<file path="src/rtl/ppde_params.svh">
// Purpose: Constants for the eight-pin port drive and edge interrupt block.
// Assumes: Byte-wide register port, one register per address.
// Notes:   Definitions only.
`ifndef PPDE_PARAMS_SVH
`define PPDE_PARAMS_SVH
// ============================================================
// Sizes
`define PPDE_NPIN    8
`define PPDE_AW      8
`define PPDE_DW      8
// ============================================================
// Register offsets
`define PPDE_A_OUT   8'h00
`define PPDE_A_PIN   8'h01
`define PPDE_A_DM0   8'h02
`define PPDE_A_DM1   8'h03
`define PPDE_A_DM2   8'h04
`define PPDE_A_BYP   8'h05
`define PPDE_A_BIE   8'h06
`define PPDE_A_REG   8'h07
`define PPDE_A_RISE  8'h08
`define PPDE_A_FALL  8'h09
`define PPDE_A_FLAG  8'h0a
`define PPDE_A_MASK  8'h0b
`define PPDE_A_PINF  5'h02
// ============================================================
// Pin form bit positions
`define PPDE_PF_OUT  3'h0
`define PPDE_PF_DM0  3'h1
`define PPDE_PF_DM1  3'h2
`define PPDE_PF_DM2  3'h3
`define PPDE_PF_BYP  3'h4
`define PPDE_PF_BIE  3'h5
`define PPDE_PF_RISE 3'h6
`define PPDE_PF_FALL 3'h7
// ============================================================
// Values
`define PPDE_ZERO    8'h00
`define PPDE_ONES    8'hff
`define PPDE_RST_OUT 8'h00
`define PPDE_RST_DM  8'h00
`endif

</file>
<file path="src/rtl/ppde_pkg.sv">
// Purpose: Types shared by the port drive and edge interrupt block.
// Assumes: Drive codes are listed in their numeric order.
// Notes:   None.
package ppde_pkg;
    typedef enum logic [2:0] {
        PPDE_DM_HIZ_ANA,
        PPDE_DM_HIZ_DIG,
        PPDE_DM_RES_UP,
        PPDE_DM_RES_DN,
        PPDE_DM_OD_LO,
        PPDE_DM_OD_HI,
        PPDE_DM_STRONG,
        PPDE_DM_RES_BOTH
    } ppde_dm_t;
endpackage

</file>
<file path="src/rtl/ppde_pin_drive.sv">
// Purpose: Decode one pin's drive code and output value into enables.
// Assumes: Purely combinational; the caller registers the results.
// Notes:   Regulated mode suppresses every resistive path.
`timescale 1ns/100ps
`default_nettype none
module ppde_pin_drive
    import ppde_pkg::*;
(
    input  wire logic     code_i,
    input  wire logic     val_i,
    input  wire logic     reg_mode_i,
    input  wire ppde_dm_t dm_i,
    output logic          oe_o,
    output logic          pu_o,
    output logic          pd_o
);
    // ============================================================
    // Drive decode
    always_comb begin
        oe_o = 1'b0;
        pu_o = 1'b0;
        pd_o = 1'b0;
        case (dm_i)
            PPDE_DM_HIZ_ANA, PPDE_DM_HIZ_DIG: begin
                oe_o = 1'b0; // RQ2
            end
            PPDE_DM_RES_UP: begin
                pu_o = val_i & ~reg_mode_i; // RQ3 RQ7
                oe_o = ~val_i; // RQ3
            end
            PPDE_DM_RES_DN: begin
                oe_o = val_i; // RQ3
                pd_o = ~val_i & ~reg_mode_i; // RQ3 RQ7
            end
            PPDE_DM_OD_LO: begin
                oe_o = ~val_i; // RQ4
            end
            PPDE_DM_OD_HI: begin
                oe_o = val_i; // RQ5
            end
            PPDE_DM_STRONG: begin
                oe_o = 1'b1; // RQ3
            end
            PPDE_DM_RES_BOTH: begin
                pu_o = val_i & ~reg_mode_i; // RQ3 RQ7
                pd_o = ~val_i & ~reg_mode_i; // RQ3 RQ7
            end
            default: begin
                oe_o = 1'b0;
            end
        endcase
        oe_o = oe_o & code_i;
    end
endmodule
`default_nettype wire

</file>
<file path="src/rtl/ppde_edge_det.sv">
// Purpose: Synchronise one pin and flag its selected edges.
// Assumes: The pin is asynchronous to the system clock.
// Notes:   Event is a one-cycle pulse from flip-flop state.
`timescale 1ns/100ps
`default_nettype none
module ppde_edge_det (
    input  wire logic clk_i,
    input  wire logic rst_n_i,
    input  wire logic pin_i,
    input  wire logic rise_en_i,
    input  wire logic fall_en_i,
    output logic      level_o,
    output logic      event_o
);
    logic sync1_ff;
    logic sync2_ff;
    logic prev_ff;
    // ============================================================
    // Synchroniser and history
    always_ff @(posedge clk_i) begin
        if (!rst_n_i) begin
            sync1_ff <= 1'b0;
            sync2_ff <= 1'b0;
            prev_ff  <= 1'b0;
        end else begin
            sync1_ff <= pin_i;
            sync2_ff <= sync1_ff;
            prev_ff  <= sync2_ff; // RQ18
        end
    end
    assign level_o = sync2_ff;
    assign event_o = (rise_en_i & sync2_ff & ~prev_ff)
                   | (fall_en_i & ~sync2_ff & prev_ff); // RQ8 RQ13
    // ============================================================
    // Checks
    AST_EDGE_ONLY: assert property ( // RQ13
        @(posedge clk_i) disable iff (!rst_n_i)
        $stable(sync2_ff) |-> !event_o)
        else $error("Event without an edge.");
    AST_EDGE_RISE: assert property ( // RQ8
        @(posedge clk_i) disable iff (!rst_n_i)
        (rise_en_i && $rose(sync2_ff)) |-> event_o)
        else $error("Rising edge missed.");
endmodule
`default_nettype wire

</file>
<file path="src/rtl/ppde_port.sv">
// Purpose: Eight-pin port: drive decode, bypass, registers, edge irq.
// Assumes: Pins are asynchronous; fabric signals share SYS_CLK_I.
// Notes:   Reads return data in the cycle after the read strobe.
//
// Summary of operation
// RQ1 - Each pin has its own three-bit drive code.
// RQ2 - Codes 0 and 1 enable no driver and no pull.
// RQ3 - Codes 2, 3, 6, 7 mix resistive and strong drive per table.
// RQ4 - Code 4 drives low strongly, high impedance for one.
// RQ5 - Code 5 drives high strongly, high impedance for zero.
// RQ6 - Output value comes from latch, or fabric when bypass is set.
// RQ7 - Regulated output mode disables every resistive pull path.
// RQ8 - Each pin interrupts on rising, falling, both or no edge.
// RQ9 - All pin events combine into one port interrupt.
// RQ10 - Pin state readback is separate from the output latch.
// RQ11 - Port form and pin form registers share the same storage.
// RQ12 - Reset loads a user-chosen drive and output state.
// RQ13 - Detection is edge only; levels are left to fabric logic.
// RQ14 - Pin input and output control connect to the fabric.
// RQ15 - Processor and DMA use pins through the data registers.
// RQ16 - A configured edge sets the pin's flag and raises interrupt.
// RQ17 - Fabric output enable switches pin between input and drive.
// RQ18 - Synchronised samples are compared; reading flags clears them.
//
// The register addresses and strobed register access were chosen for this implementation.
`timescale 1ns/100ps
`default_nettype none
`include "ppde_params.svh"
module ppde_port
    import ppde_pkg::*;
#(
    parameter logic [7:0] RST_OUT = `PPDE_RST_OUT,
    parameter logic [7:0] RST_DM0 = `PPDE_RST_DM,
    parameter logic [7:0] RST_DM1 = `PPDE_RST_DM,
    parameter logic [7:0] RST_DM2 = `PPDE_RST_DM
)
(
    input  wire logic       SYS_CLK_I,
    input  wire logic       RST_N_I,
    input  wire logic [7:0] ADDR_I,
    input  wire logic [7:0] WDATA_I,
    input  wire logic       WR_I,
    input  wire logic       RD_I,
    output logic      [7:0] RDATA_O,
    input  wire logic [7:0] PIN_I,
    output logic      [7:0] PIN_OUT_O,
    output logic      [7:0] PIN_OE_O,
    output logic      [7:0] PIN_PULLUP_O,
    output logic      [7:0] PIN_PULLDN_O,
    input  wire logic [7:0] FAB_OUT_I,
    input  wire logic [7:0] FAB_OE_I,
    output logic      [7:0] FAB_IN_O,
    output logic            IRQ_O
);
    // ============================================================
    // Declarations
    logic [7:0] out_latch_ff;
    logic [7:0] dm0_ff;
    logic [7:0] dm1_ff;
    logic [7:0] dm2_ff;
    logic [7:0] byp_ff;
    logic [7:0] bie_ff;
    logic [7:0] reg_mode_ff;
    logic [7:0] rise_ff;
    logic [7:0] fall_ff;
    logic [7:0] flag_ff;
    logic [7:0] mask_ff;
    logic [7:0] rdata_ff;
    logic [7:0] pin_out_ff;
    logic [7:0] pin_oe_ff;
    logic [7:0] pullup_ff;
    logic [7:0] pulldn_ff;
    logic       irq_ff;
    logic [7:0] nxt_out_latch;
    logic [7:0] nxt_dm0;
    logic [7:0] nxt_dm1;
    logic [7:0] nxt_dm2;
    logic [7:0] nxt_byp;
    logic [7:0] nxt_bie;
    logic [7:0] nxt_rise;
    logic [7:0] nxt_fall;
    logic [7:0] nxt_flag;
    logic [7:0] nxt_rdata;
    logic [7:0] flag_clr_w;
    logic [7:0] evt_w;
    logic [7:0] level_w;
    logic [7:0] val_w;
    logic [7:0] drive_en_w;
    logic [7:0] oe_w;
    logic [7:0] pu_w;
    logic [7:0] pd_w;
    logic [7:0] hiz_w;
    logic       pf_wr_w;
    logic       pf_hit_w;
    logic [2:0] pin_idx_w;
    ppde_dm_t   dm_w [`PPDE_NPIN];

    // ============================================================
    // Register port decode
    assign pf_hit_w  = (ADDR_I[7:3] == `PPDE_A_PINF);
    assign pf_wr_w   = WR_I & pf_hit_w;
    assign pin_idx_w = ADDR_I[2:0];

    function automatic logic [7:0] f_upd(
        input logic [7:0] cur,
        input logic       phit,
        input logic [2:0] pos,
        input logic [7:0] wd,
        input logic       pfw,
        input logic [2:0] idx
    );
        logic [7:0] r;
        r = cur;
        if (phit) begin
            r = wd;
        end
        if (pfw) begin
            r[idx] = wd[pos];
        end
        return r;
    endfunction

    assign nxt_out_latch = f_upd(out_latch_ff, WR_I && ADDR_I == `PPDE_A_OUT,
        `PPDE_PF_OUT, WDATA_I, pf_wr_w, pin_idx_w); // RQ11 RQ15
    assign nxt_dm0 = f_upd(dm0_ff, WR_I && ADDR_I == `PPDE_A_DM0,
        `PPDE_PF_DM0, WDATA_I, pf_wr_w, pin_idx_w); // RQ1 RQ11
    assign nxt_dm1 = f_upd(dm1_ff, WR_I && ADDR_I == `PPDE_A_DM1,
        `PPDE_PF_DM1, WDATA_I, pf_wr_w, pin_idx_w); // RQ1 RQ11
    assign nxt_dm2 = f_upd(dm2_ff, WR_I && ADDR_I == `PPDE_A_DM2,
        `PPDE_PF_DM2, WDATA_I, pf_wr_w, pin_idx_w); // RQ1 RQ11
    assign nxt_byp = f_upd(byp_ff, WR_I && ADDR_I == `PPDE_A_BYP,
        `PPDE_PF_BYP, WDATA_I, pf_wr_w, pin_idx_w); // RQ11
    assign nxt_bie = f_upd(bie_ff, WR_I && ADDR_I == `PPDE_A_BIE,
        `PPDE_PF_BIE, WDATA_I, pf_wr_w, pin_idx_w); // RQ11
    assign nxt_rise = f_upd(rise_ff, WR_I && ADDR_I == `PPDE_A_RISE,
        `PPDE_PF_RISE, WDATA_I, pf_wr_w, pin_idx_w); // RQ11
    assign nxt_fall = f_upd(fall_ff, WR_I && ADDR_I == `PPDE_A_FALL,
        `PPDE_PF_FALL, WDATA_I, pf_wr_w, pin_idx_w); // RQ11

    // ============================================================
    // Output and drive configuration storage
    always_ff @(posedge SYS_CLK_I) begin
        if (!RST_N_I) begin
            out_latch_ff <= RST_OUT; // RQ12
            dm0_ff       <= RST_DM0; // RQ12
            dm1_ff       <= RST_DM1; // RQ12
            dm2_ff       <= RST_DM2; // RQ12
        end else begin
            out_latch_ff <= nxt_out_latch;
            dm0_ff       <= nxt_dm0;
            dm1_ff       <= nxt_dm1;
            dm2_ff       <= nxt_dm2;
        end
    end

    // ============================================================
    // Routing and mode storage
    always_ff @(posedge SYS_CLK_I) begin
        if (!RST_N_I) begin
            byp_ff      <= `PPDE_ZERO;
            bie_ff      <= `PPDE_ZERO;
            reg_mode_ff <= `PPDE_ZERO;
        end else begin
            byp_ff <= nxt_byp;
            bie_ff <= nxt_bie;
            if (WR_I && ADDR_I == `PPDE_A_REG) begin
                reg_mode_ff <= WDATA_I;
            end
        end
    end

    // ============================================================
    // Interrupt configuration storage
    always_ff @(posedge SYS_CLK_I) begin
        if (!RST_N_I) begin
            rise_ff <= `PPDE_ZERO;
            fall_ff <= `PPDE_ZERO;
            mask_ff <= `PPDE_ZERO;
        end else begin
            rise_ff <= nxt_rise; // RQ8
            fall_ff <= nxt_fall; // RQ8
            if (WR_I && ADDR_I == `PPDE_A_MASK) begin
                mask_ff <= WDATA_I;
            end
        end
    end

    // ============================================================
    // Per-pin edge detection and drive decode
    for (genvar k = 0; k < `PPDE_NPIN; k++) begin : g_pin
        assign dm_w[k] = ppde_dm_t'({dm2_ff[k], dm1_ff[k], dm0_ff[k]}); // RQ1
        assign val_w[k] = byp_ff[k] ? FAB_OUT_I[k] : out_latch_ff[k]; // RQ6
        assign drive_en_w[k] = ~bie_ff[k] | FAB_OE_I[k]; // RQ17
        assign hiz_w[k] = ~drive_en_w[k]
                        | (dm_w[k] == PPDE_DM_HIZ_ANA)
                        | (dm_w[k] == PPDE_DM_HIZ_DIG);
        ppde_edge_det u_edge (
            .clk_i     (SYS_CLK_I),
            .rst_n_i   (RST_N_I),
            .pin_i     (PIN_I[k]),
            .rise_en_i (rise_ff[k]),
            .fall_en_i (fall_ff[k]),
            .level_o   (level_w[k]),
            .event_o   (evt_w[k])
        );
        ppde_pin_drive u_drive (
            .code_i     (drive_en_w[k]),
            .val_i      (val_w[k]),
            .reg_mode_i (reg_mode_ff[k]),
            .dm_i       (dm_w[k]),
            .oe_o       (oe_w[k]),
            .pu_o       (pu_w[k]),
            .pd_o       (pd_w[k])
        );
    end

    // ============================================================
    // Registered pin controls
    always_ff @(posedge SYS_CLK_I) begin
        if (!RST_N_I) begin
            pin_out_ff <= `PPDE_ZERO;
            pin_oe_ff  <= `PPDE_ZERO;
            pullup_ff  <= `PPDE_ZERO;
            pulldn_ff  <= `PPDE_ZERO;
        end else begin
            pin_out_ff <= val_w; // RQ6
            pin_oe_ff  <= oe_w; // RQ17
            pullup_ff  <= pu_w & drive_en_w; // RQ7 RQ17
            pulldn_ff  <= pd_w & drive_en_w; // RQ7 RQ17
        end
    end
    assign PIN_OUT_O    = pin_out_ff;
    assign PIN_OE_O     = pin_oe_ff;
    assign PIN_PULLUP_O = pullup_ff;
    assign PIN_PULLDN_O = pulldn_ff;
    assign FAB_IN_O     = level_w; // RQ14

    // ============================================================
    // Event flags and interrupt
    always_comb begin
        flag_clr_w = `PPDE_ZERO;
        if (RD_I && ADDR_I == `PPDE_A_FLAG) begin
            flag_clr_w = `PPDE_ONES; // RQ18
        end else if (WR_I && ADDR_I == `PPDE_A_FLAG) begin
            flag_clr_w = WDATA_I;
        end
    end
    assign nxt_flag = (flag_ff & ~flag_clr_w) | evt_w; // RQ16

    always_ff @(posedge SYS_CLK_I) begin
        if (!RST_N_I) begin
            flag_ff <= `PPDE_ZERO;
            irq_ff  <= 1'b0;
        end else begin
            flag_ff <= nxt_flag; // RQ16
            irq_ff  <= |(flag_ff & mask_ff); // RQ9
        end
    end
    assign IRQ_O = irq_ff;

    // ============================================================
    // Read data
    always_comb begin
        nxt_rdata = `PPDE_ZERO;
        case (ADDR_I)
            `PPDE_A_OUT:  nxt_rdata = out_latch_ff;
            `PPDE_A_PIN:  nxt_rdata = level_w; // RQ10
            `PPDE_A_DM0:  nxt_rdata = dm0_ff;
            `PPDE_A_DM1:  nxt_rdata = dm1_ff;
            `PPDE_A_DM2:  nxt_rdata = dm2_ff;
            `PPDE_A_BYP:  nxt_rdata = byp_ff;
            `PPDE_A_BIE:  nxt_rdata = bie_ff;
            `PPDE_A_REG:  nxt_rdata = reg_mode_ff;
            `PPDE_A_RISE: nxt_rdata = rise_ff;
            `PPDE_A_FALL: nxt_rdata = fall_ff;
            `PPDE_A_FLAG: nxt_rdata = flag_ff;
            `PPDE_A_MASK: nxt_rdata = mask_ff;
            default: begin
                if (pf_hit_w) begin
                    nxt_rdata = {fall_ff[pin_idx_w], rise_ff[pin_idx_w],
                                 bie_ff[pin_idx_w], byp_ff[pin_idx_w],
                                 dm2_ff[pin_idx_w], dm1_ff[pin_idx_w],
                                 dm0_ff[pin_idx_w],
                                 out_latch_ff[pin_idx_w]}; // RQ11
                end
            end
        endcase
    end

    always_ff @(posedge SYS_CLK_I) begin
        if (!RST_N_I) begin
            rdata_ff <= `PPDE_ZERO;
        end else if (RD_I) begin
            rdata_ff <= nxt_rdata; // RQ15
        end else begin
            rdata_ff <= `PPDE_ZERO;
        end
    end
    assign RDATA_O = rdata_ff;

    // ============================================================
    // Checks
    AST_HIZ_CODES: assert property ( // RQ2
        @(posedge SYS_CLK_I) disable iff (!RST_N_I)
        ##1 ((PIN_OE_O | PIN_PULLUP_O | PIN_PULLDN_O) & $past(hiz_w))
            == 8'h00)
        else $error("Driver enabled in a high impedance mode.");
    AST_OD_LOW: assert property ( // RQ4
        @(posedge SYS_CLK_I) disable iff (!RST_N_I)
        (dm_w[0] == PPDE_DM_OD_LO && drive_en_w[0] && !val_w[0])
        |=> (PIN_OE_O[0] && !PIN_OUT_O[0]))
        else $error("Open drain low not driving low.");
    AST_OD_HIGH: assert property ( // RQ5
        @(posedge SYS_CLK_I) disable iff (!RST_N_I)
        (dm_w[0] == PPDE_DM_OD_HI && !val_w[0])
        |=> !PIN_OE_O[0] && !PIN_PULLUP_O[0] && !PIN_PULLDN_O[0])
        else $error("Open drain high drives a zero.");
    AST_RES_BOTH: assert property ( // RQ3
        @(posedge SYS_CLK_I) disable iff (!RST_N_I)
        (dm_w[0] == PPDE_DM_RES_BOTH && drive_en_w[0] && !reg_mode_ff[0])
        |=> (PIN_PULLUP_O[0] == PIN_OUT_O[0]) && !PIN_OE_O[0])
        else $error("Resistive both ways misdecoded.");
    AST_REG_MODE: assert property ( // RQ7
        @(posedge SYS_CLK_I) disable iff (!RST_N_I)
        reg_mode_ff[0] |=> !PIN_PULLUP_O[0] && !PIN_PULLDN_O[0])
        else $error("Pull enabled in regulated mode.");
    AST_BYPASS: assert property ( // RQ6
        @(posedge SYS_CLK_I) disable iff (!RST_N_I)
        byp_ff[0] |=> PIN_OUT_O[0] == $past(FAB_OUT_I[0]))
        else $error("Bypass did not route the fabric value.");
    AST_BIDIR: assert property ( // RQ17
        @(posedge SYS_CLK_I) disable iff (!RST_N_I)
        (bie_ff[1] && !FAB_OE_I[1])
        |=> !PIN_OE_O[1] && !PIN_PULLUP_O[1] && !PIN_PULLDN_O[1])
        else $error("Bidirectional pin drove while disabled.");
    AST_FLAG_SET: assert property ( // RQ16
        @(posedge SYS_CLK_I) disable iff (!RST_N_I)
        (|evt_w) |=> (flag_ff & $past(evt_w)) == $past(evt_w))
        else $error("Edge event lost.");
    AST_IRQ: assert property ( // RQ9
        @(posedge SYS_CLK_I) disable iff (!RST_N_I)
        (evt_w[2] && mask_ff[2]) ##1 mask_ff[2] |=> IRQ_O)
        else $error("Port interrupt not raised.");
    AST_RD_CLR: assert property ( // RQ18
        @(posedge SYS_CLK_I) disable iff (!RST_N_I)
        (RD_I && ADDR_I == `PPDE_A_FLAG && evt_w == 8'h00)
        |=> flag_ff == 8'h00 && RDATA_O == $past(flag_ff))
        else $error("Flag read did not return and clear.");
    AST_PIN_READ: assert property ( // RQ10
        @(posedge SYS_CLK_I) disable iff (!RST_N_I)
        (RD_I && ADDR_I == `PPDE_A_PIN) |=> RDATA_O == $past(level_w))
        else $error("Pin state readback wrong.");
    AST_PIN_FORM: assert property ( // RQ11
        @(posedge SYS_CLK_I) disable iff (!RST_N_I)
        (WR_I && ADDR_I == 8'h13)
        |=> dm2_ff[3] == $past(WDATA_I[3]) && byp_ff[3] == $past(WDATA_I[4]))
        else $error("Pin form write missed port storage.");
endmodule
`default_nettype wire

</file>
<file path="config.mk">
export PLATFORM = sky130hd
export DESIGN_NAME = ppde_port
export DESIGN_NICKNAME = d
export VERILOG_FILES = /design/src/rtl/ppde_pkg.sv /design/src/rtl/ppde_pin_drive.sv /design/src/rtl/ppde_edge_det.sv /design/src/rtl/ppde_port.sv
export VERILOG_INCLUDE_DIRS = /design/src /design/src/rtl
export SDC_FILE = /design/constraint.sdc
export NUM_CORES = 1
export LEC_CHECK = 0
export BUFFER_PORTS_ARGS = -buffer_cell sky130_fd_sc_hd__buf_4
export CORE_ASPECT_RATIO = 0.6
export CORE_UTILIZATION = 55
export DETAILED_ROUTE_END_ITERATION = 8
export HOLD_SLACK_MARGIN = 0.03
export PLACE_DENSITY = 0.79
export SLEW_MARGIN = 5
export SYNTH_ARGS = -nofsm -noshare
export SYNTH_HDL_FRONTEND = slang
export SYNTH_SLANG_ARGS = --single-unit
</file>
<file path="constraint.sdc">
create_clock -name SYS_CLK_I -period 2.2 [get_ports SYS_CLK_I]
set_input_delay 0.11 -clock SYS_CLK_I [delete_from_list [all_inputs] [get_ports SYS_CLK_I]]
set_output_delay 0.11 -clock SYS_CLK_I [all_outputs]
set_load 0.02 [all_outputs]
</file>
## Word-level counts from Yosys, hierarchy flattened

Index checks and enable logic that the tools add are counted.

- Memories kept: 0
- Bits in writable memories: 0
- Bits of input ports: 44
- Word-level logic and storage cells: 348
- Bits in registers: 153
- Bits in latches: 0
- Bits in read-only memories: 0

- Div/mod/pow operators: 0
- Mux-type cells: 78
- Reduce and logical (&&, ||, !) cells: 48
- $mul: 0
- Eq/ne operators: 60
- $add $sub $neg: 0
- Order comparisons: 2
- Shift-type cells: 0
- Bitwise operators: 119

Operators by type and width:

| kind | number |
|---|---|
| $mux W8 | 19 |
| $eq A3 B3 Y1 const B | 32 |
| $pmux W8 S12 | 1 |
| $bwmux W8 | 8 |
| $reduce_or A2 Y1 | 32 |
| $and A1 B1 Y1 | 57 |
| $eq A3 B2 Y1 const B | 16 |
| $not A1 Y1 | 40 |
| $mux W1 | 33 |
| $and A8 B8 Y8 | 4 |
| $eq A8 B3 Y1 const B | 4 |
| $eq A8 B4 Y1 const B | 4 |
| $bmux W1 S3 | 8 |
| $pmux W1 S3 | 8 |
| $eq A8 B2 Y1 const B | 2 |
| $or A1 B1 Y1 | 16 |
| $logic_and A1 B1 Y1 | 13 |
| $eq A8 B1 Y1 const B | 1 |
| $logic_not A8 Y1 | 1 |
| $not A8 Y8 | 1 |
| $or A8 B8 Y8 | 1 |
| $reduce_or A8 Y1 | 1 |
| $eq A5 B2 Y1 const B | 1 |
| $lt A3 B4 Y1 const B | 1 |
| other kinds (3) | 3 |

## Logic depth before layout (Yosys ltp)

Gate-level depths: netlist of run 1.

- Depth after elaboration: 7
- Mapped depth: 8
- Gate-level depth less buffers: 5

## By module

From an unflattened synthesis of run 1, not the netlist that was laid out.

- Cells, all modules: 809
- Area, all modules: 7719.9 um^2

Modules (own cells, without submodules):

| module | instances | cells an instance | area each (um^2) |
|---|---|---|---|
| ppde_port | 1 | 681 | 6488.7 |
| ppde_edge_det | 8 | 9 | 93.8 |
| ppde_pin_drive | 8 | 7 | 60.1 |

## Worst setup path after synthesis of run 1

OpenSTA, ideal clock, no wires.

- Kind: input -> register
- Start: in ADDR_I[0]
- End: reg rdata_ff[7], in the netlist RDATA_O[7]
- Setup slack: 0.560 ns
- Stages on the path: 5
- Arrival time: 1.514 ns
- Cells stage by stage: buf_2 -> buf_1 -> mux4_2 -> o211ai_1 -> a31oi_1

- Longest elaborated chain between the ends: 4

RTL lines:

| element | RTL line | source |
|---|---|---|
| start: declaration | ppde_port.sv:40 | `input wire logic [7:0] ADDR_I,` |
| $bmux W1 S3 | ppde_port.sv:280 | `nxt_rdata = {fall_ff[pin_idx_w], rise_ff[pin_idx_w],` |
| $mux W1 (implied by the code) | ppde_port.sv:280 |  |
| $mux W8 | ppde_port.sv:279 | `if (pf_hit_w) begin` |
| $pmux W8 S12 * | ppde_port.sv:265 | `case (ADDR_I)` |
| end signal: assignment | ppde_port.sv:292 | `` rdata_ff <= `PPDE_ZERO; `` |
| end signal: assignment | ppde_port.sv:294 | `rdata_ff <= nxt_rdata;` |
| end signal: assignment | ppde_port.sv:296 | `` rdata_ff <= `PPDE_ZERO; `` |
| end: declaration | ppde_port.sv:68 | `logic [7:0] rdata_ff;` |

Mark *: on every way between the ends. The rest lies on a longest branch, timed or not. The select of a mux whose other input is x is not followed.
A chain may end at the register's enable or synchronous reset.

## Worst setup path in the final report of run 1

- Start: reg byp_ff[6]
- End: reg rdata_ff[4], in the netlist RDATA_O[4]

- Longest elaborated chain between the ends: 4

RTL lines:

| element | RTL line | source |
|---|---|---|
| start: declaration | ppde_port.sv:61 | `logic [7:0] byp_ff;` |
| start signal: assignment | ppde_port.sv:160 | `` byp_ff <= `PPDE_ZERO; `` |
| start signal: assignment | ppde_port.sv:164 | `byp_ff <= nxt_byp;` |
| $bmux W1 S3 | ppde_port.sv:281 | `bie_ff[pin_idx_w], byp_ff[pin_idx_w],` |
| $mux W1 (implied by the code) | ppde_port.sv:281 |  |
| $mux W8 | ppde_port.sv:279 |  |
| $pmux W8 S12 | ppde_port.sv:265 |  |

No other way between the ends. The select of a mux whose other input is x is not followed.

==> results by group, run 1 <==
Power
  – Internal power: 0.004682 W
  – Comb power frac: 0.069
  – Clock share of power: 0.486
  – Sw Share: 0.2591
  – Peak supply drop: 0.0004150 V
  – Switch Pwr: 0.001637 W
  – LEAKAGE: 3.814 nW
  – Sequential Power Share: 0.445
  – Power density over cell area: 686.5 nW/um2

CTS
  – # clock sinks: 153
  – Reg clk slew, reported paths: 0.07 ns
  – Worst skew pair latency: 0.43 ns
  – CTS tree: built
  – Post-CTS sizing: 0
  – Setup Buffers After CTS: 0
  – H-tree depth: 4
  – Hold Buf Count CTS: 11
  – Max clock buf depth: 2
  – Root buf cell: clkbuf_16
  – CTS Buf Count: 17

Setup path
  – CP max-delay cell: mux4_2
  – Crit end category: flip-flop
  – CP required: 2.50 ns
  – Crit path max-delay family: multiplexers
  – Crit Path Class: reg2reg
  – CP Max Fanout: 4
  – Critical Path AT: 1.90 ns
  – Worst reg-to-reg path cell count: 5
  – CP Cell Sequence: mux4_2, mux2i_1, nor2_1, a221oi_1, nor2_1
  – Crit path buffers/inverters: 0
  – Max stage delay on crit path: 0.53 ns
  – Startpoint types: flip-flop
  – Crit path depth: 5
  – Most common cell on crit path: nor2_1

Timing
  – Worst setup margin: 0.6048 ns
  – Pins Over Slew Limit: 0
  – RSZ-0062 raised after global routing: false
  – Slew margin rel.: 0.6548
  – Worst Skew: 0.01220 ns
  – Setup-failing EPs final: 0
  – Slew @ Worst Pin: 0.5159 ns
  – Fin Setup TNS: 0 ns
  – Final hold violation count: 0
  – Fmax: 626.9 MHz
  – Period utilization: 0.7251
  – Minimum clock period: 1.595 ns

Finish
  – Final nets: 967
  – Antenna diodes: 0
  – Fraction of layout cells with a size suffix above 1: 0.2340
  – P&R area growth vs syn: 21.44%
  – Fillers: 1001

Yosys
  – Seq/Total Area, Yosys: 0.4041
  – Yosys reg bits: 153
  – Ys async rst share: 0
  – Number of synthesized flops with an enable pin: 0
  – Commonest register cell after synthesis: dfxtp_1
  – Ys Warns: 0
  – Synth Net Count: 873
  – Cell count after synthesis: 829
  – Post-synth cell types: 55
  – Cell area after synthesis: 7580 um2
  – Syn Area/Cell: 9.143 um2

GRT
  – Number of global-route vias before repair: 6749
  – Largest net degree at the start of global routing: 63
  – Initial antenna violation count: 0
  – GR Overflow Total: 0
  – Total track usage: 0.3804
  – Global-route wire length before repair: 40330 um

Die
  – Io pins: 93
  – Starting density of the core: 0.5772
  – Die area: 14270 um2
  – Core ar.: 13130 um2
  – Die W: 153.6 um
  – Chip height: 92.94 um
  – Row count: 32

Detailed routing
  – Vias/cell: 6.523
  – Drt total wl: 26090 um
  – Routed vias: 7214
  – Initial DRC Count: 881
  – Routed Antenna Nets: 0
  – Pre-antenna DRT Iters: 5
  – Wire per inst: 23.59 um
  – DR DRC count: 0

Placement
  – Setup slack at placement: 0.3474 ns
  – Post-DP HPWL: 18530 um
  – Input/output buffers: 92
  – Final Wtd Congestion: 0.9701

Run status
  – Status: finished clean

Min path
  – Hold depth: 3
  – Hold/Removal Path Class: in2reg

Job
  – Max Cap Viol: 0
## cells in the final DEF (no fill, tap or decap), types with 17 or more instances in the layout
cell type    n
nor2_1      72
o21ai_0     49
nand2_1     87
mux2i_1     84
and2_1      27
mux4_2      25
a211oi_1    27
clkbuf_16   17
a21oi_1     47
dfxtp_1    153
a31oi_1     26
buf_4      136
## cells by family (layout without fill, tap and decap cells)
group,after synthesis,after routing,share of synthesized area
mux,112,112,0.1897
xor+xnor,11,11,0.01271
flops,153,153,0.4041
buf+inv,88,195,0.05216
compound gates,199,199,0.1628
simple gates,266,266,0.1786
## worst register-to-register path: cells and delay by family, from the launching register on
family | cells | cell delay (ns)
and+or+nand+nor | 2 | 0.13
AOI/OAI and AO/OA | 1 | 0.24
DFF | 1 | 0.42
muxes | 2 | 0.69
## per-layer routing
| layer | up-vias | GRT usage | wire length (um) |
|---|---|---|---|
| li1 | 3193 | - | - |
| met1 | 3445 | 0.5609 | 11310 |
| met2 | 512 | 0.5337 | 10530 |
| met3 | 64 | 0.1015 | 3596 |
| met4 | 0 | 0.1183 | 646 |
| met5 | - | 0 | 0 |
## power groups by stage
stage	Sequential, W	Combinational [W]	Clock [W]
finish	0.00281	0.000435	0.00307
global route	0.00282	0.000460	0.00319
CTS	0.00281	0.000424	0.00306
detailed placement	0.00288	0.000407	0
global placement	0.00288	0.000400	0
floorplan	0.00287	0.000251	0
## registers in the layout, summed over array words and instances, names as in the netlist
signal / count
RDATA_O: 8
byp_ff: 8
dm2_ff: 8
PIN_PULLUP_O: 8
g_pin.u_edge.level_o: 8
rise_ff: 8
g_pin.u_edge.prev_ff: 8
bie_ff: 8
mask_ff: 8
g_pin.u_edge.sync1_ff: 8
flag_ff: 8
fall_ff: 8
out_latch_ff: 8
reg_mode_ff: 8
dm1_ff: 8
PIN_PULLDN_O: 8
dm0_ff: 8
IRQ_O: 1
PIN_OUT_O: 8
PIN_OE_O: 8
## area by class of cell
cell class / instances / area, um2 / area share
Tap cell: 170 / 212.7 / 0.02311
Clock inverter: 15 / 175.2 / 0.01903
Clock buffer: 17 / 425.4 / 0.04621
Inverter: 15 / 56.30 / 0.006117
Sequential cell: 153 / 3063 / 0.3327
Timing Repair Buffer: 148 / 1151 / 0.1251
Multi-Input combinational cell: 588 / 4121 / 0.4477
## cells in the mapped netlist (all sizes together) (4+ instances only)
master / instances / area, um2
a211oi: 27 / 202.7
a21oi: 47 / 235.2
a22oi: 7 / 52.55
a31oi: 26 / 162.7
and2: 27 / 168.9
buf: 35 / 196.4
clkbuf: 38 / 142.6
dfxtp: 153 / 3063
inv: 15 / 56.30
mux2i: 84 / 840.8
mux4: 25 / 563.0
nand2: 87 / 326.6
nand2b: 6 / 37.54
nand3: 17 / 117.6
nand3b: 4 / 30.03
nand4: 15 / 118.9
nor2: 72 / 270.3
nor2b: 8 / 50.05
nor3: 15 / 86.34
o211ai: 5 / 37.54
o21ai: 49 / 245.2
o22ai: 13 / 81.33
xor2: 11 / 96.34
## path summary, 6_finish.rpt
kind / from / endpoint / slack, ns
max: byp_ff[6]$_SDFF_PN0_ / RDATA_O[4]$_SDFF_PN0_ / 0.60
min: FAB_OUT_I[2] / PIN_OUT_O[2]$_SDFF_PN0_ / 0.04
max reg2reg: byp_ff[6]$_SDFF_PN0_ / RDATA_O[4]$_SDFF_PN0_ / 0.60
min reg2reg: g_pin[2].u_edge.sync1_ff$_SDFF_PN0_ / g_pin[2].u_edge.level_o$_SDFF_PN0_ / 0.44
## per-stage QoR
stage / cells / instance area, um2 / power, W / hold WS [ns] / util
floorplan: 829 / 7580 / 0.003119 / 0.2373 / -
global placement: 1063 / 8494 / 0.003276 / 0.3168 / 0.6468
detailed placement: 1063 / 8494 / 0.003284 / 0.3221 / 0.6468
CTS: 1106 / 9205 / 0.006294 / 0.03215 / 0.7009
global route: 1106 / 9205 / 0.006465 / 0.04935 / 0.7009
finish: 1106 / 9205 / 0.006319 / 0.04214 / 0.7009
Power figures use the tool's default switching activity.
==> run 2: changes to the inputs <==
Settings changed: CORE_UTILIZATION 55 to 53, PLACE_DENSITY 0.79 to 0.8.
Clock period 2.2 ns to 1.3 ns, I/O delays scaled along.
==> run 2 against run 1 <==
Critical endpoint is now RDATA_O[3]$_SDFF_PN0_. Largest cell class unchanged. Sequential share of layout area shrank 4.2 points. Final cell count rose by 14%. The flow now finishes with violations (negative setup slack). Total power increased by 70%. Die area is 3.7% higher. Routed wire length increased by 0.87%. First-iteration DRC count rose by 7.0%. Via count grew 6.7%. Worst hold slack gained 0.0012 ns. Non-clock buffer count is 135 higher. Count of clock-buffer cells in the layout is 3 higher. Core utilization increased by 6.8 points.
==> results by group, run 2 (synthesis gave the netlist of run 1 again) <==
Run status
  – Status: finished, violations left
  – Failing checks: negative setup slack

Die
  – Starting density of the core: 0.5496
  – Core ar.: 13790 um2
  – Row count: 33
  – Die area: 14800 um2
  – Chip height: 94.64 um
  – Io pins: 93
  – Die W: 156.4 um

CTS
  – Reg clk slew, reported paths: 0.06 ns
  – # clock sinks: 153
  – CTS Buf Count: 17
  – Max clock buf depth: 2
  – Worst skew pair latency: 0.42 ns
  – CTS tree: built
  – H-tree depth: 4
  – Root buf cell: clkbuf_16

Timing
  – Period utilization: 1.111
  – Pins Over Slew Limit: 0
  – Fmax: 692.4 MHz
  – RSZ-0062 raised after global routing: true
  – Final hold violation count: 0
  – Slew margin rel.: 0.7174
  – Slew @ Worst Pin: 0.4213 ns
  – Worst setup margin: -0.1442 ns
  – Setup-failing EPs final: 7
  – Minimum clock period: 1.444 ns
  – Worst Skew: 0.008511 ns

Finish
  – Fraction of layout cells with a size suffix above 1: 0.3551
  – Commonest non-fill, non-tap cell in the layout: buf_4
  – Antenna diodes: 0
  – Final nets: 1102
  – Commonest non-fill, non-tap cells in the layout: 248 x buf_4, 137 x dfxtp_1, 86 x nand2_1, 81 x mux2i_1, 71 x nor2_1
  – Layout Cells excl Fill: 1262
  – P&R area growth vs syn: 39.98%
  – Fin util: 0.7694

Setup path
  – Crit path max-delay family: multiplexers
  – Crit end category: flip-flop
  – CP max-delay cell: mux4_2
  – Critical Path AT: 1.74 ns
  – Startpoint types: flip-flop
  – Max stage delay on crit path: 0.46 ns
  – CP Max Fanout: 3
  – CP Cell Sequence: mux4_2, mux2_4, a21oi_2, a21oi_1
  – Worst setup path startpoint: dm0_ff[3]$_SDFF_PN0_
  – Crit Path Class: reg2reg
  – Worst r2r src: dm0_ff[3]$_SDFF_PN0_
  – CP required: 1.59 ns
  – Crit path buffers/inverters: 0

Min path
  – Hold Startpoint: FAB_OUT_I[4]
  – Hold/Removal Path Class: in2reg

Detailed routing
  – Drt total wl: 26320 um
  – Vias/cell: 6.097
  – Routed Antenna Nets: 0
  – Routed vias: 7694
  – Pre-antenna DRT Iters: 6
  – Wire per inst: 20.85 um
  – Initial DRC Count: 943
  – DR DRC count: 0

GRT
  – Total track usage: 0.3697
  – GR Overflow Total: 0
  – Global-route wire length before repair: 40430 um
  – Initial antenna violation count: 0
  – Largest net degree at the start of global routing: 39
  – Number of global-route vias before repair: 7217

Placement
  – Final Wtd Congestion: 0.9926
  – Input/output buffers: 92
  – Placed Cells incl. Taps: 1210
  – Post-DP HPWL: 19040 um

Power
  – LEAKAGE: 4.584 nW
  – Peak supply drop: 0.0009032 V
  – Power density over cell area: 1011 nW/um2

Job
  – Max Cap Viol: 0
run 2: cell type report:
class	instances	area [um2]
flip-flops and latches	153	3083
fillers	963	3181
clock inverters	11	135.1
clock buffers	20	446.7
inverters	15	56.30
repair buffers	283	2340
multi-input cells	588	4309
well taps	192	240.2
run 2: power by group:
group          switching, W  internal [W]  leakage, nW  total [W]
logic              0.000532      0.000443         3.07   0.000975
clock network       0.00209       0.00290        0.275    0.00500
registers         0.0000281       0.00473         1.24    0.00475
total               0.00265       0.00807         4.58     0.0107
run 2: layer usage:
layer  wire, um  GRT usage  share of wire
met5          0    0.01020              0
met4        604     0.1234          0.023
met3       3966     0.1308           0.15
met2      10790     0.5428           0.41
met1      10950     0.5032           0.42
run 2: stage by stage:
| step | setup WS (ns) | hold slack (ns) | cell area [um2] | setup TNS, ns | power (W) |
|---|---|---|---|---|---|
| 2_1_floorplan | -0.1525 | 0.1923 | 7829 | -4.862 | 0.005327 |
| 3_3_place_gp | -0.4271 | 0.2729 | 9707 | -17.37 | 0.005734 |
| 3_5_place_dp | -0.4490 | 0.2756 | 9707 | -20.37 | 0.005741 |
| 4_1_cts | -0.1296 | 0.03845 | 10540 | -0.5022 | 0.01069 |
| 5_1_grt | -0.1755 | 0.05247 | 10610 | -0.9981 | 0.01096 |
| 6_report | -0.1442 | 0.04330 | 10610 | -0.7282 | 0.01072 |
run 2: tightest hold or removal path, stage by stage:
cell     delay, ns
buf_4         0.08
mux2i_2       0.06
buf_4         0.14
nor2_1        0.07
run 2: worst paths after layout:
kind                                             end  slack [ns]  cells past startpoint
setup / recovery               RDATA_O[3]$_SDFF_PN0_       -0.14                      4
hold / removal               PIN_OUT_O[4]$_SDFF_PN0_        0.04                      4
setup reg to reg               RDATA_O[3]$_SDFF_PN0_       -0.14                      4
hold reg to reg   g_pin[6].u_edge.level_o$_SDFF_PN0_        0.43                      1
run 2: what timing repair did:
action | 4_1_cts | 5_1_grt
pin swaps | 5 | 6
buffers inserted | 1 | 1
gates resized for setup | 17 | 21
setup endpoints to repair | 9 | 23
endpoints found under the hold margin | 26 | 0
hold buffers | 19 | 0
